===== config.mk =====
export PLATFORM = sky130hd
export DESIGN_NAME = cid_event_logic
export DESIGN_NICKNAME = d
export VERILOG_FILES = /design/src/cid_pkg.sv /design/src/cid_guard_timer.sv /design/src/cid_event_logic.sv
export SDC_FILE = /design/constraint.sdc
export NUM_CORES = 1
export LEC_CHECK = 0
export ABC_AREA = 1
export CAP_MARGIN = 20
export CORE_MARGIN = 2
export CORE_UTILIZATION = 55
export DETAILED_ROUTE_END_ITERATION = 6
export DONT_BUFFER_PORTS = 1
export GPL_TIMING_DRIVEN = 0
export PLACE_DENSITY = 0.7
export RECOVER_POWER = 25
export SYNTH_ARGS = -nofsm -noshare
export SYNTH_HDL_FRONTEND = slang
export SYNTH_HIERARCHICAL = 1
export SYNTH_SLANG_ARGS = --single-unit

===== constraint.sdc =====
create_clock -name clk -period 3 [get_ports clk]
set_input_delay 0.3 -clock clk [delete_from_list [all_inputs] [get_ports clk]]
set_output_delay 0.3 -clock clk [all_outputs]
set_load 0.1 [all_outputs]

===== src/cid_pkg.sv =====
// package of the caller-id event logic: widths, field positions, timing
// assumes a single 100 MHz clock domain; no other files needed
package cid_pkg;

	// system clock period in picoseconds (100 MHz)
	localparam int unsigned CLK_PERIOD_PS  = 10000;
	// guard-time timebase period in nanoseconds (0.858 ms)
	localparam int unsigned GUARD_TICK_NS  = 858000;
	// cycles per guard tick, rounded down (85800), not clamped to a minimum
	localparam int unsigned GUARD_TICK_CYC =
		(GUARD_TICK_NS * 1000) / CLK_PERIOD_PS;

	// guard timer and threshold width
	localparam int unsigned GUARD_W        = 8;
	// dual-tone symbol width
	localparam int unsigned SYM_W          = 4;

	// detector flag register bit positions
	localparam int unsigned FLAG_RING      = 0;
	localparam int unsigned FLAG_ALERT     = 1;
	localparam int unsigned FLAG_DTONE     = 2;
	localparam int unsigned FLAG_FSK       = 3;
	localparam int unsigned FLAG_W         = 4;

	// reset values
	localparam logic [FLAG_W-1:0]  FLAGS_RST  = 4'h0;
	localparam logic [GUARD_W-1:0] TIMER_RST  = 8'h00;

	// enable bits from the fsk data register
	typedef struct packed {
		logic fsk_decoder_enable;
		logic alert_tone_enable;
		logic dual_tone_receiver_enable;
	} cid_enables_t;

	// raw detector inputs from the analog side
	typedef struct packed {
		logic             ring_present;
		logic             tone_raw_detect;
		logic             dual_tone_valid;
		logic [SYM_W-1:0] dual_tone_symbol;
		logic             dual_tone_band;
		logic             fsk_byte_ready;
		logic [7:0]       fsk_byte;
	} cid_detect_t;

	// guard timer phase
	typedef enum logic [1:0] {
		GT_IDLE,
		GT_PRESENT,
		GT_VALID,
		GT_ABSENT
	} cid_guard_state_t;

endpackage


===== src/cid_guard_timer.sv =====
// guard-time timer for the alert tone: turns raw detect into tone_valid
// assumes tone_raw_detect is synchronous to clk and already gated by enables
`timescale 1ns/100ps
`default_nettype none

module cid_guard_timer #(
	parameter int unsigned TICK_CYC = cid_pkg::GUARD_TICK_CYC
) (
	// clock and reset
	input  wire logic                         clk,
	input  wire logic                         rst_n,
	// detector side
	input  wire logic                         tone_raw_detect,
	input  wire logic [cid_pkg::GUARD_W-1:0]  tone_present_threshold,
	input  wire logic [cid_pkg::GUARD_W-1:0]  tone_absent_threshold,
	// result
	output logic                              tone_valid,
	output logic [cid_pkg::GUARD_W-1:0]       guard_count
);

	localparam int unsigned PW = $clog2(TICK_CYC + 1);
	localparam logic [PW-1:0] PRE_LAST = PW'(TICK_CYC - 1);

	cid_pkg::cid_guard_state_t state_ff;     // phase
	cid_pkg::cid_guard_state_t nxt_state;    // next phase
	logic [PW-1:0]             pre_ff;       // prescaler to 0.858 ms
	logic [cid_pkg::GUARD_W-1:0] cnt_ff;     // guard timer
	logic                      raw_ff;       // raw detect delayed
	logic                      valid_ff;     // tone valid bit

	// edges of the raw detect
	wire raw_rise = tone_raw_detect & ~raw_ff;
	wire raw_fall = ~tone_raw_detect & raw_ff;
	// timebase tick
	wire tick     = (pre_ff == PRE_LAST);
	// threshold matches
	wire hit_pt   = (cnt_ff == tone_present_threshold);
	wire hit_at   = (cnt_ff == tone_absent_threshold);
	// timer restarts on either raw edge
	wire restart  = raw_rise | raw_fall;
	// counting only while timing a phase and not yet matched
	wire counting = ((state_ff == cid_pkg::GT_PRESENT) & ~hit_pt) |
		((state_ff == cid_pkg::GT_ABSENT) & ~hit_at);

	// phase transitions
	always_comb begin
		nxt_state = state_ff;
		case (state_ff)
			cid_pkg::GT_IDLE: begin
				if (raw_rise)
					nxt_state = cid_pkg::GT_PRESENT;
			end
			cid_pkg::GT_PRESENT: begin
				if (!tone_raw_detect)
					nxt_state = cid_pkg::GT_IDLE; // tone dropped early
				else if (hit_pt)
					nxt_state = cid_pkg::GT_VALID;
			end
			cid_pkg::GT_VALID: begin
				if (raw_fall)
					nxt_state = cid_pkg::GT_ABSENT;
			end
			cid_pkg::GT_ABSENT: begin
				if (tone_raw_detect)
					nxt_state = cid_pkg::GT_VALID; // tone back, stay valid
				else if (hit_at)
					nxt_state = cid_pkg::GT_IDLE;
			end
			default: nxt_state = cid_pkg::GT_IDLE;
		endcase
	end

	// state, edge history and valid bit
	always_ff @(posedge clk) begin
		if (!rst_n) begin
			state_ff <= cid_pkg::GT_IDLE;
			raw_ff   <= 1'b0;
			valid_ff <= 1'b0;
		end else begin
			state_ff <= nxt_state;
			raw_ff   <= tone_raw_detect;
			valid_ff <= (nxt_state == cid_pkg::GT_VALID) |
				(nxt_state == cid_pkg::GT_ABSENT);
		end
	end

	// prescaler, restarted with the timer so intervals are whole ticks
	always_ff @(posedge clk) begin
		if (!rst_n || restart || tick)
			pre_ff <= '0;
		else
			pre_ff <= pre_ff + PW'(1);
	end

	// guard timer: cleared on raw edge, counts up, holds on match
	always_ff @(posedge clk) begin
		if (!rst_n)
			cnt_ff <= cid_pkg::TIMER_RST;
		else if (restart)
			cnt_ff <= cid_pkg::TIMER_RST;
		else if (tick && counting)
			cnt_ff <= cnt_ff + 8'h01;
	end

	assign tone_valid  = valid_ff;
	assign guard_count = cnt_ff;

endmodule

`default_nettype wire


===== src/cid_event_logic.sv =====
// caller-id event logic: enables, detector flags and shared flag
// assumes detector inputs are synchronous to clk; software clears by pulse
`timescale 1ns/100ps
`default_nettype none

module cid_event_logic #(
	parameter int unsigned TICK_CYC = cid_pkg::GUARD_TICK_CYC
) (
	// clock and reset
	input  wire logic                          clk,
	input  wire logic                          rst_n,
	// software control
	input  wire cid_pkg::cid_enables_t         enables,
	input  wire logic                          caller_id_global_enable,
	input  wire logic                          tone_detector_mode,
	input  wire logic [cid_pkg::GUARD_W-1:0]   tone_present_threshold,
	input  wire logic [cid_pkg::GUARD_W-1:0]   tone_absent_threshold,
	input  wire logic [cid_pkg::FLAG_W-1:0]    flag_clear,
	// detector inputs
	input  wire cid_pkg::cid_detect_t          detect,
	// enables to the analog detectors
	output logic                               fsk_run,
	output logic                               alert_run,
	output logic                               dual_tone_run,
	// status
	output logic                               tone_valid,
	output logic [cid_pkg::GUARD_W-1:0]        guard_count,
	output logic [cid_pkg::FLAG_W-1:0]         detector_flag_register,
	output logic                               shared_detector_flag,
	output logic [cid_pkg::SYM_W-1:0]          dual_tone_data,
	output logic                               dual_tone_band_hit,
	output logic [7:0]                         fsk_data_register
);

	// per-function enables under the global enable
	wire fsk_on   = enables.fsk_decoder_enable &
		caller_id_global_enable;
	wire alert_on = enables.alert_tone_enable &
		caller_id_global_enable;
	wire dt_on    = enables.dual_tone_receiver_enable &
		caller_id_global_enable;
	// dual-tone split by mode
	wire dt_dec   = dt_on & ~tone_detector_mode;
	wire dt_band  = dt_on & tone_detector_mode;

	// event sources, gated by enables except ring
	wire tone_raw = detect.tone_raw_detect & alert_on;
	wire dt_vld   = detect.dual_tone_valid & dt_dec;
	wire fsk_rdy  = detect.fsk_byte_ready & fsk_on;
	wire ring     = detect.ring_present;

	logic                        tone_valid_w;  // from guard timer
	logic [cid_pkg::FLAG_W-1:0]  src_ff;        // previous source levels
	logic [cid_pkg::FLAG_W-1:0]  src_now;       // current source levels
	logic [cid_pkg::FLAG_W-1:0]  rise;          // rising edges
	logic [cid_pkg::FLAG_W-1:0]  flags_ff;      // sticky flags
	logic [cid_pkg::SYM_W-1:0]   sym_ff;        // decoded symbol
	logic                        band_ff;       // band tone seen
	logic [7:0]                  fsk_ff;        // received byte

	// guard timer for the alert tone
	cid_guard_timer #(
		.TICK_CYC (TICK_CYC)
	) u_guard (
		.clk                    (clk),
		.rst_n                  (rst_n),
		.tone_raw_detect        (tone_raw),
		.tone_present_threshold (tone_present_threshold),
		.tone_absent_threshold  (tone_absent_threshold),
		.tone_valid             (tone_valid_w),
		.guard_count            (guard_count)
	);

	// gather flag sources by bit position
	always_comb begin
		src_now = '0;
		src_now[cid_pkg::FLAG_RING]  = ring;
		src_now[cid_pkg::FLAG_ALERT] = tone_valid_w;
		src_now[cid_pkg::FLAG_DTONE] = dt_vld;
		src_now[cid_pkg::FLAG_FSK]   = fsk_rdy;
	end

	assign rise = src_now & ~src_ff;

	// source history
	always_ff @(posedge clk) begin
		if (!rst_n)
			src_ff <= cid_pkg::FLAGS_RST;
		else
			src_ff <= src_now;
	end

	// sticky flags, one per bit; set beats clear
	genvar gi;
	generate
		for (gi = 0; gi < cid_pkg::FLAG_W; gi++) begin : g_flag
			always_ff @(posedge clk) begin
				if (!rst_n)
					flags_ff[gi] <= 1'b0;
				else if (rise[gi])
					flags_ff[gi] <= 1'b1;
				else if (flag_clear[gi])
					flags_ff[gi] <= 1'b0;
			end
		end
	endgenerate

	// captured data: symbol on valid rise, band hit, fsk byte
	always_ff @(posedge clk) begin
		if (!rst_n) begin
			sym_ff  <= 4'h0;
			band_ff <= 1'b0;
			fsk_ff  <= 8'h00;
		end else begin
			if (rise[cid_pkg::FLAG_DTONE])
				sym_ff <= detect.dual_tone_symbol;
			band_ff <= detect.dual_tone_band & dt_band;
			if (rise[cid_pkg::FLAG_FSK])
				fsk_ff <= detect.fsk_byte;
		end
	end

	// outputs
	assign fsk_run                = fsk_on;
	assign alert_run              = alert_on;
	assign dual_tone_run          = dt_on;
	assign tone_valid             = tone_valid_w;
	assign detector_flag_register = flags_ff;
	assign shared_detector_flag   = |flags_ff;
	assign dual_tone_data         = sym_ff;
	assign dual_tone_band_hit     = band_ff;
	assign fsk_data_register      = fsk_ff;

endmodule

`default_nettype wire


# == After elaboration in Yosys (flattened, before gate mapping) ==
# Cells that the tools add are included.
# classes
n_eq_ne,8
bitwise_logic,24
n_reduce_logical,11
mux,15
n_addsub,2
# ops
operator,count
"17-bit by 1-bit adder with 17-bit output, second input constant",1
"17-bit equality test, second input constant",1
8-bit equality test,2
1-bit bitwise AND,13
2-bit two-way mux,6
"8-bit by 1-bit adder with 8-bit output, second input constant",1
"2-bit equality test, second input constant",4
1-bit two-way mux,8
2-bit case mux with 4 select lines,1
2-bit nonzero test,4
1-bit inverter,6
4-bit bitwise AND,1
4-bit inverter,1
4-bit OR reduction,1
1-bit bitwise OR,3
"2-bit by 1-bit equality test with 1-bit output, second input constant",1
2-bit logical NOT,1
1-bit logical OR,2
2-bit OR reduction,1
1-bit logical AND,1
1-bit logical NOT,1
# word_totals
register_bits,50
out_inout_bits,30
wordCells,73
in_bits,44

# == Depth between registers and ports, before layout ==
# logic_depth
depth_word,8
depth_mapped,12
depth_no_buf,12

# == Modules after synthesis ==
# Netlist, hierarchy kept.
# modules_own_cells
mod,area_per_inst_um2,seq_area_each_um2,instances,cells_each
cid_guard_timer,1762.9,580.6,1,255
cid_event_logic,887.1,420.4,1,134

# == Worst setup path after synthesis ==
# No wires, ideal clock.
# synth_timing
path_kind,register to output
from,"register flags_ff, in the netlist detector_flag_register[1]"
to,output port shared_detector_flag
required_ns,2.700
path_stages_with_launch,3
t_arrival_ns,1.849
setup_slack_ns,0.851
n_path_buf,0
cell_sequence,dfxtp_1 > inv_1 > nand3_1
# synth_between
elab_chain_cells,1
# synth_rtl
element,line_no,source
"start, declared",cid_event_logic.sv:56,logic [cid_pkg::FLAG_W-1:0] flags_ff;
"start signal, assigned by index",cid_event_logic.sv:99,flags_ff[gi] <= 1'b0;
"start signal, assigned by index",cid_event_logic.sv:101,flags_ff[gi] <= 1'b1;
"start signal, assigned by index",cid_event_logic.sv:103,flags_ff[gi] <= 1'b0;
4-bit OR reduction,cid_event_logic.sv:129,assign shared_detector_flag = |flags_ff;
"end, declared",cid_event_logic.sv:29,"output logic shared_detector_flag,"
# No other way between the ends.

# == Worst setup path after layout ==
# Same ends and word-level chain as after synthesis.

==> metrics.yaml <==
run_status:
  status: "finished, final reports clean"
clock_network:
  cts_tree: "yes"
  clockBufferDepth: 2
  cts_htree_levels: 2
  cts_sinks: 50
  clk_latency_ns: 0.30
  cts_root_buf: "clkbuf_8"
  cts_resized: 0
  numCtsBuffers: 5
  ctsHoldBuffers: 0
  cts_setup_buffers: 0
  clkTransAtPathRegs_ns: 0.09
finish:
  final_cell_mix: "nand2_1, inv_1, dfxtp_1, nor2_1, nand3_1"
  area_delta_synth_final_pct: 8.12
  multi_input_area_mm2: 0.00132
  fillers: 438
  ff_latch_area_mm2: 0.00100
  final_cells: 455
  final_common_cell: "nand2_1"
  fin_nets: 448
  diodes: 0
  layout-drive-gt1-share: 0.107
  stdcell_area_mm2: 0.00287
grt:
  grt_usage: 0.198
  overflow: 0
  grt_max_degree: 16
  grt_pass1_vias: 2045
  antenna_found_initial: 0
  grt_pass1_wl_um: 8460
floorplanning:
  io-pin-count: 74
  die_y_um: 73.4
  die_w_um: 73.4
  die_area_mm2: 0.00539
  core_area_mm2: 0.00469
  start_util: 0.565
  fp-row-count: 25
timing:
  worst_slack_ns: 0.482
  finalSetupViolCount: 0
  fmax_mhz: 397
  grt_setup_unrepaired: "false"
  relSlewSlack: 0.177
  worst_pin_slew_ns: 1.23
  timing.final.crit_share: 0.839
  fin_crit_ns: 2.52
  hold_viol_final: 0
  finalClockSkew_ns: 0.00837
  worst_hold_slack_ns: 0.0925
  drv_slew: 0
  setup_tns_ns: 0
hold_path:
  hp-class: "in2reg"
  whs_path_depth: 2
  hold_start: "rst_n"
  holdPathEnd: "u_guard/raw_ff$_SDFF_PN0_"
place:
  dp_hpwl_um: 3800
  place.gp.congestion: 0.793
  place_inst: 443
  place_area_mm2: 0.00272
  place_ws_ns: 0.776
  port_buffers: 0
logic_synthesis:
  ys_seq_elements: 50
  synth_top_area_frac: 0.378
  syn_nets: 437
  synth.area.top_cells: "dfxtp_1, nand2_1, inv_1"
  synth.distinct_cells: 31
  netlist_area_mm2: 0.00265
  synthCells: 389
  yosysTopAreaCell: "dfxtp_1"
  post_synth.cell_area_avg_um2: 6.81
  yosys_warnings: 6
  synth_seq_area_share: 0.378
detailed_routing:
  finalWirelength_um: 4970
  vias: 2265
  first_pass_iters: 4
  via_per_inst: 4.98
  ant_nets: 0
  drt_iter0_drc: 77
  drcViolationCount: 0
  wl_per_cell_um: 10.9
power_and_ir_drop:
  leakagePower_nw: 1.30
  vdd_drop_max_mv: 0.284
  cellPowerDensity_mw_per_mm2: 465
setup_path:
  slowest_stage: "dfxtp_1"
  cpPeakStageDelay_ns: 0.97
  rr_startpoint: "u_guard/guard_count[1]$_SDFFE_PP0P_"
  worstReg2RegEnd: "u_guard/guard_count[5]$_SDFFE_PP0P_"
  r2r_slack_ns: 0.60
  cp_cell_sequence: "inv_1 > nand3_1"
  ff2ff_path_depth: 7
  crit_family: "flip-flops"
  cp.required_ns: 2.70
  path_buf_inv: 1
  critical_path_class: "reg2out"
  crit_arrival_ns: 2.22
  start_kind: "flop"
  setup.worst_path.end_class: "output port"
  cp_max_fo: 2
job:
  maxCapViolCount: 0
## registers in the layout, summed over array words and instances, names as in the netlist, 2 cells and up
| signal | count |
|---|---|
| u_guard/state_ff | 2 |
| u_guard/guard_count | 8 |
| dual_tone_data | 4 |
| fsk_data_register | 8 |
| src_ff | 4 |
| u_guard/pre_ff | 17 |
| detector_flag_register | 4 |
## layout make-up
| class | count | share of cell area |
|---|---|---|
| multi-input combinational | 258 | 0.461 |
| sequential | 50 | 0.349 |
| inverter | 75 | 0.0983 |
| clock buffer | 6 | 0.0253 |
| tap | 54 | 0.0236 |
| buffer | 6 | 0.0162 |
| timing repair buffer | 4 | 0.0135 |
| clock inverter | 2 | 0.0131 |
## per-layer routing
| metal | vias to the layer above | track usage | part of all wire |
|---|---|---|---|
| li1 | 1205 | - | - |
| met1 | 973 | 0.242 | 0.47 |
| met2 | 80 | 0.333 | 0.45 |
| met3 | 7 | 0.0521 | 0.069 |
| met4 | 0 | 0.0727 | 0.015 |
| met5 | - | 0 | 0 |
## synthesized netlist by cell type (all sizes together)
cell	n
nand4	1
nand3b	1
o21a	2
xor2	9
a21oi	21
buf	6
nand3	27
xnor2	8
nand2	102
nor4	4
dfxtp	50
ha	4
nor2	57
and3	1
inv	75
nor3	10
o21ai	9
nor3b	1
a31oi	1
## worst reg2reg max path: stages, from the launching register on
cell and delay [ns]:
dfxtp_1 0.45, clkbuf_1 0.94, clkbuf_1 0.17, nand3_1 0.13, nor3_1 0.23, xor2_1 0.16, nand3_1 0.10, a21oi_1 0.14
## through the flow
stage | power (mW) | utilization
after detailed placement | 0.881 | 0.579
after global routing | 1.39 | 0.611
after CTS | 1.35 | 0.603
after global placement | 0.879 | 0.579
after floorplan | 0.865 | -
final | 1.33 | 0.611
## logic make-up (layout without fill, tap and decap cells)
| kind of cell | Yosys count | count (layout) | share of synthesized area |
|---|---|---|---|
| AO/OA/AOI/OAI | 33 | 33 | 0.0647 |
| flip-flops | 50 | 50 | 0.378 |
| buffers and inverters | 81 | 93 | 0.124 |
| adder cells (fa/ha/maj) | 4 | 4 | 0.0189 |
| XOR/XNOR | 17 | 17 | 0.0562 |
| AND/OR/NAND/NOR | 204 | 204 | 0.358 |
## worst max path at each step
stage	from	slack, ns	cells past startpoint	end
after floorplan	detector_flag_register[1]$_SDFFE_PN0P_	0.85	2	shared_detector_flag
after global placement	u_guard/guard_count[1]$_SDFFE_PP0P_	0.77	6	u_guard/guard_count[6]$_SDFFE_PP0P_
after detailed placement	u_guard/guard_count[1]$_SDFFE_PP0P_	0.78	6	u_guard/guard_count[6]$_SDFFE_PP0P_
after CTS	detector_flag_register[1]$_SDFFE_PN0P_	0.48	2	shared_detector_flag
after global routing	detector_flag_register[1]$_SDFFE_PN0P_	0.40	2	shared_detector_flag
final	detector_flag_register[1]$_SDFFE_PN0P_	0.48	2	shared_detector_flag
## power breakdown
part / switching (mW) / total, mW / internal (mW)
clock network: 0.219 / 0.467 / 0.249
logic: 0.0774 / 0.109 / 0.0313
registers: 0.0777 / 0.756 / 0.678
No activity file was read; power rests on OpenSTA's default activity.
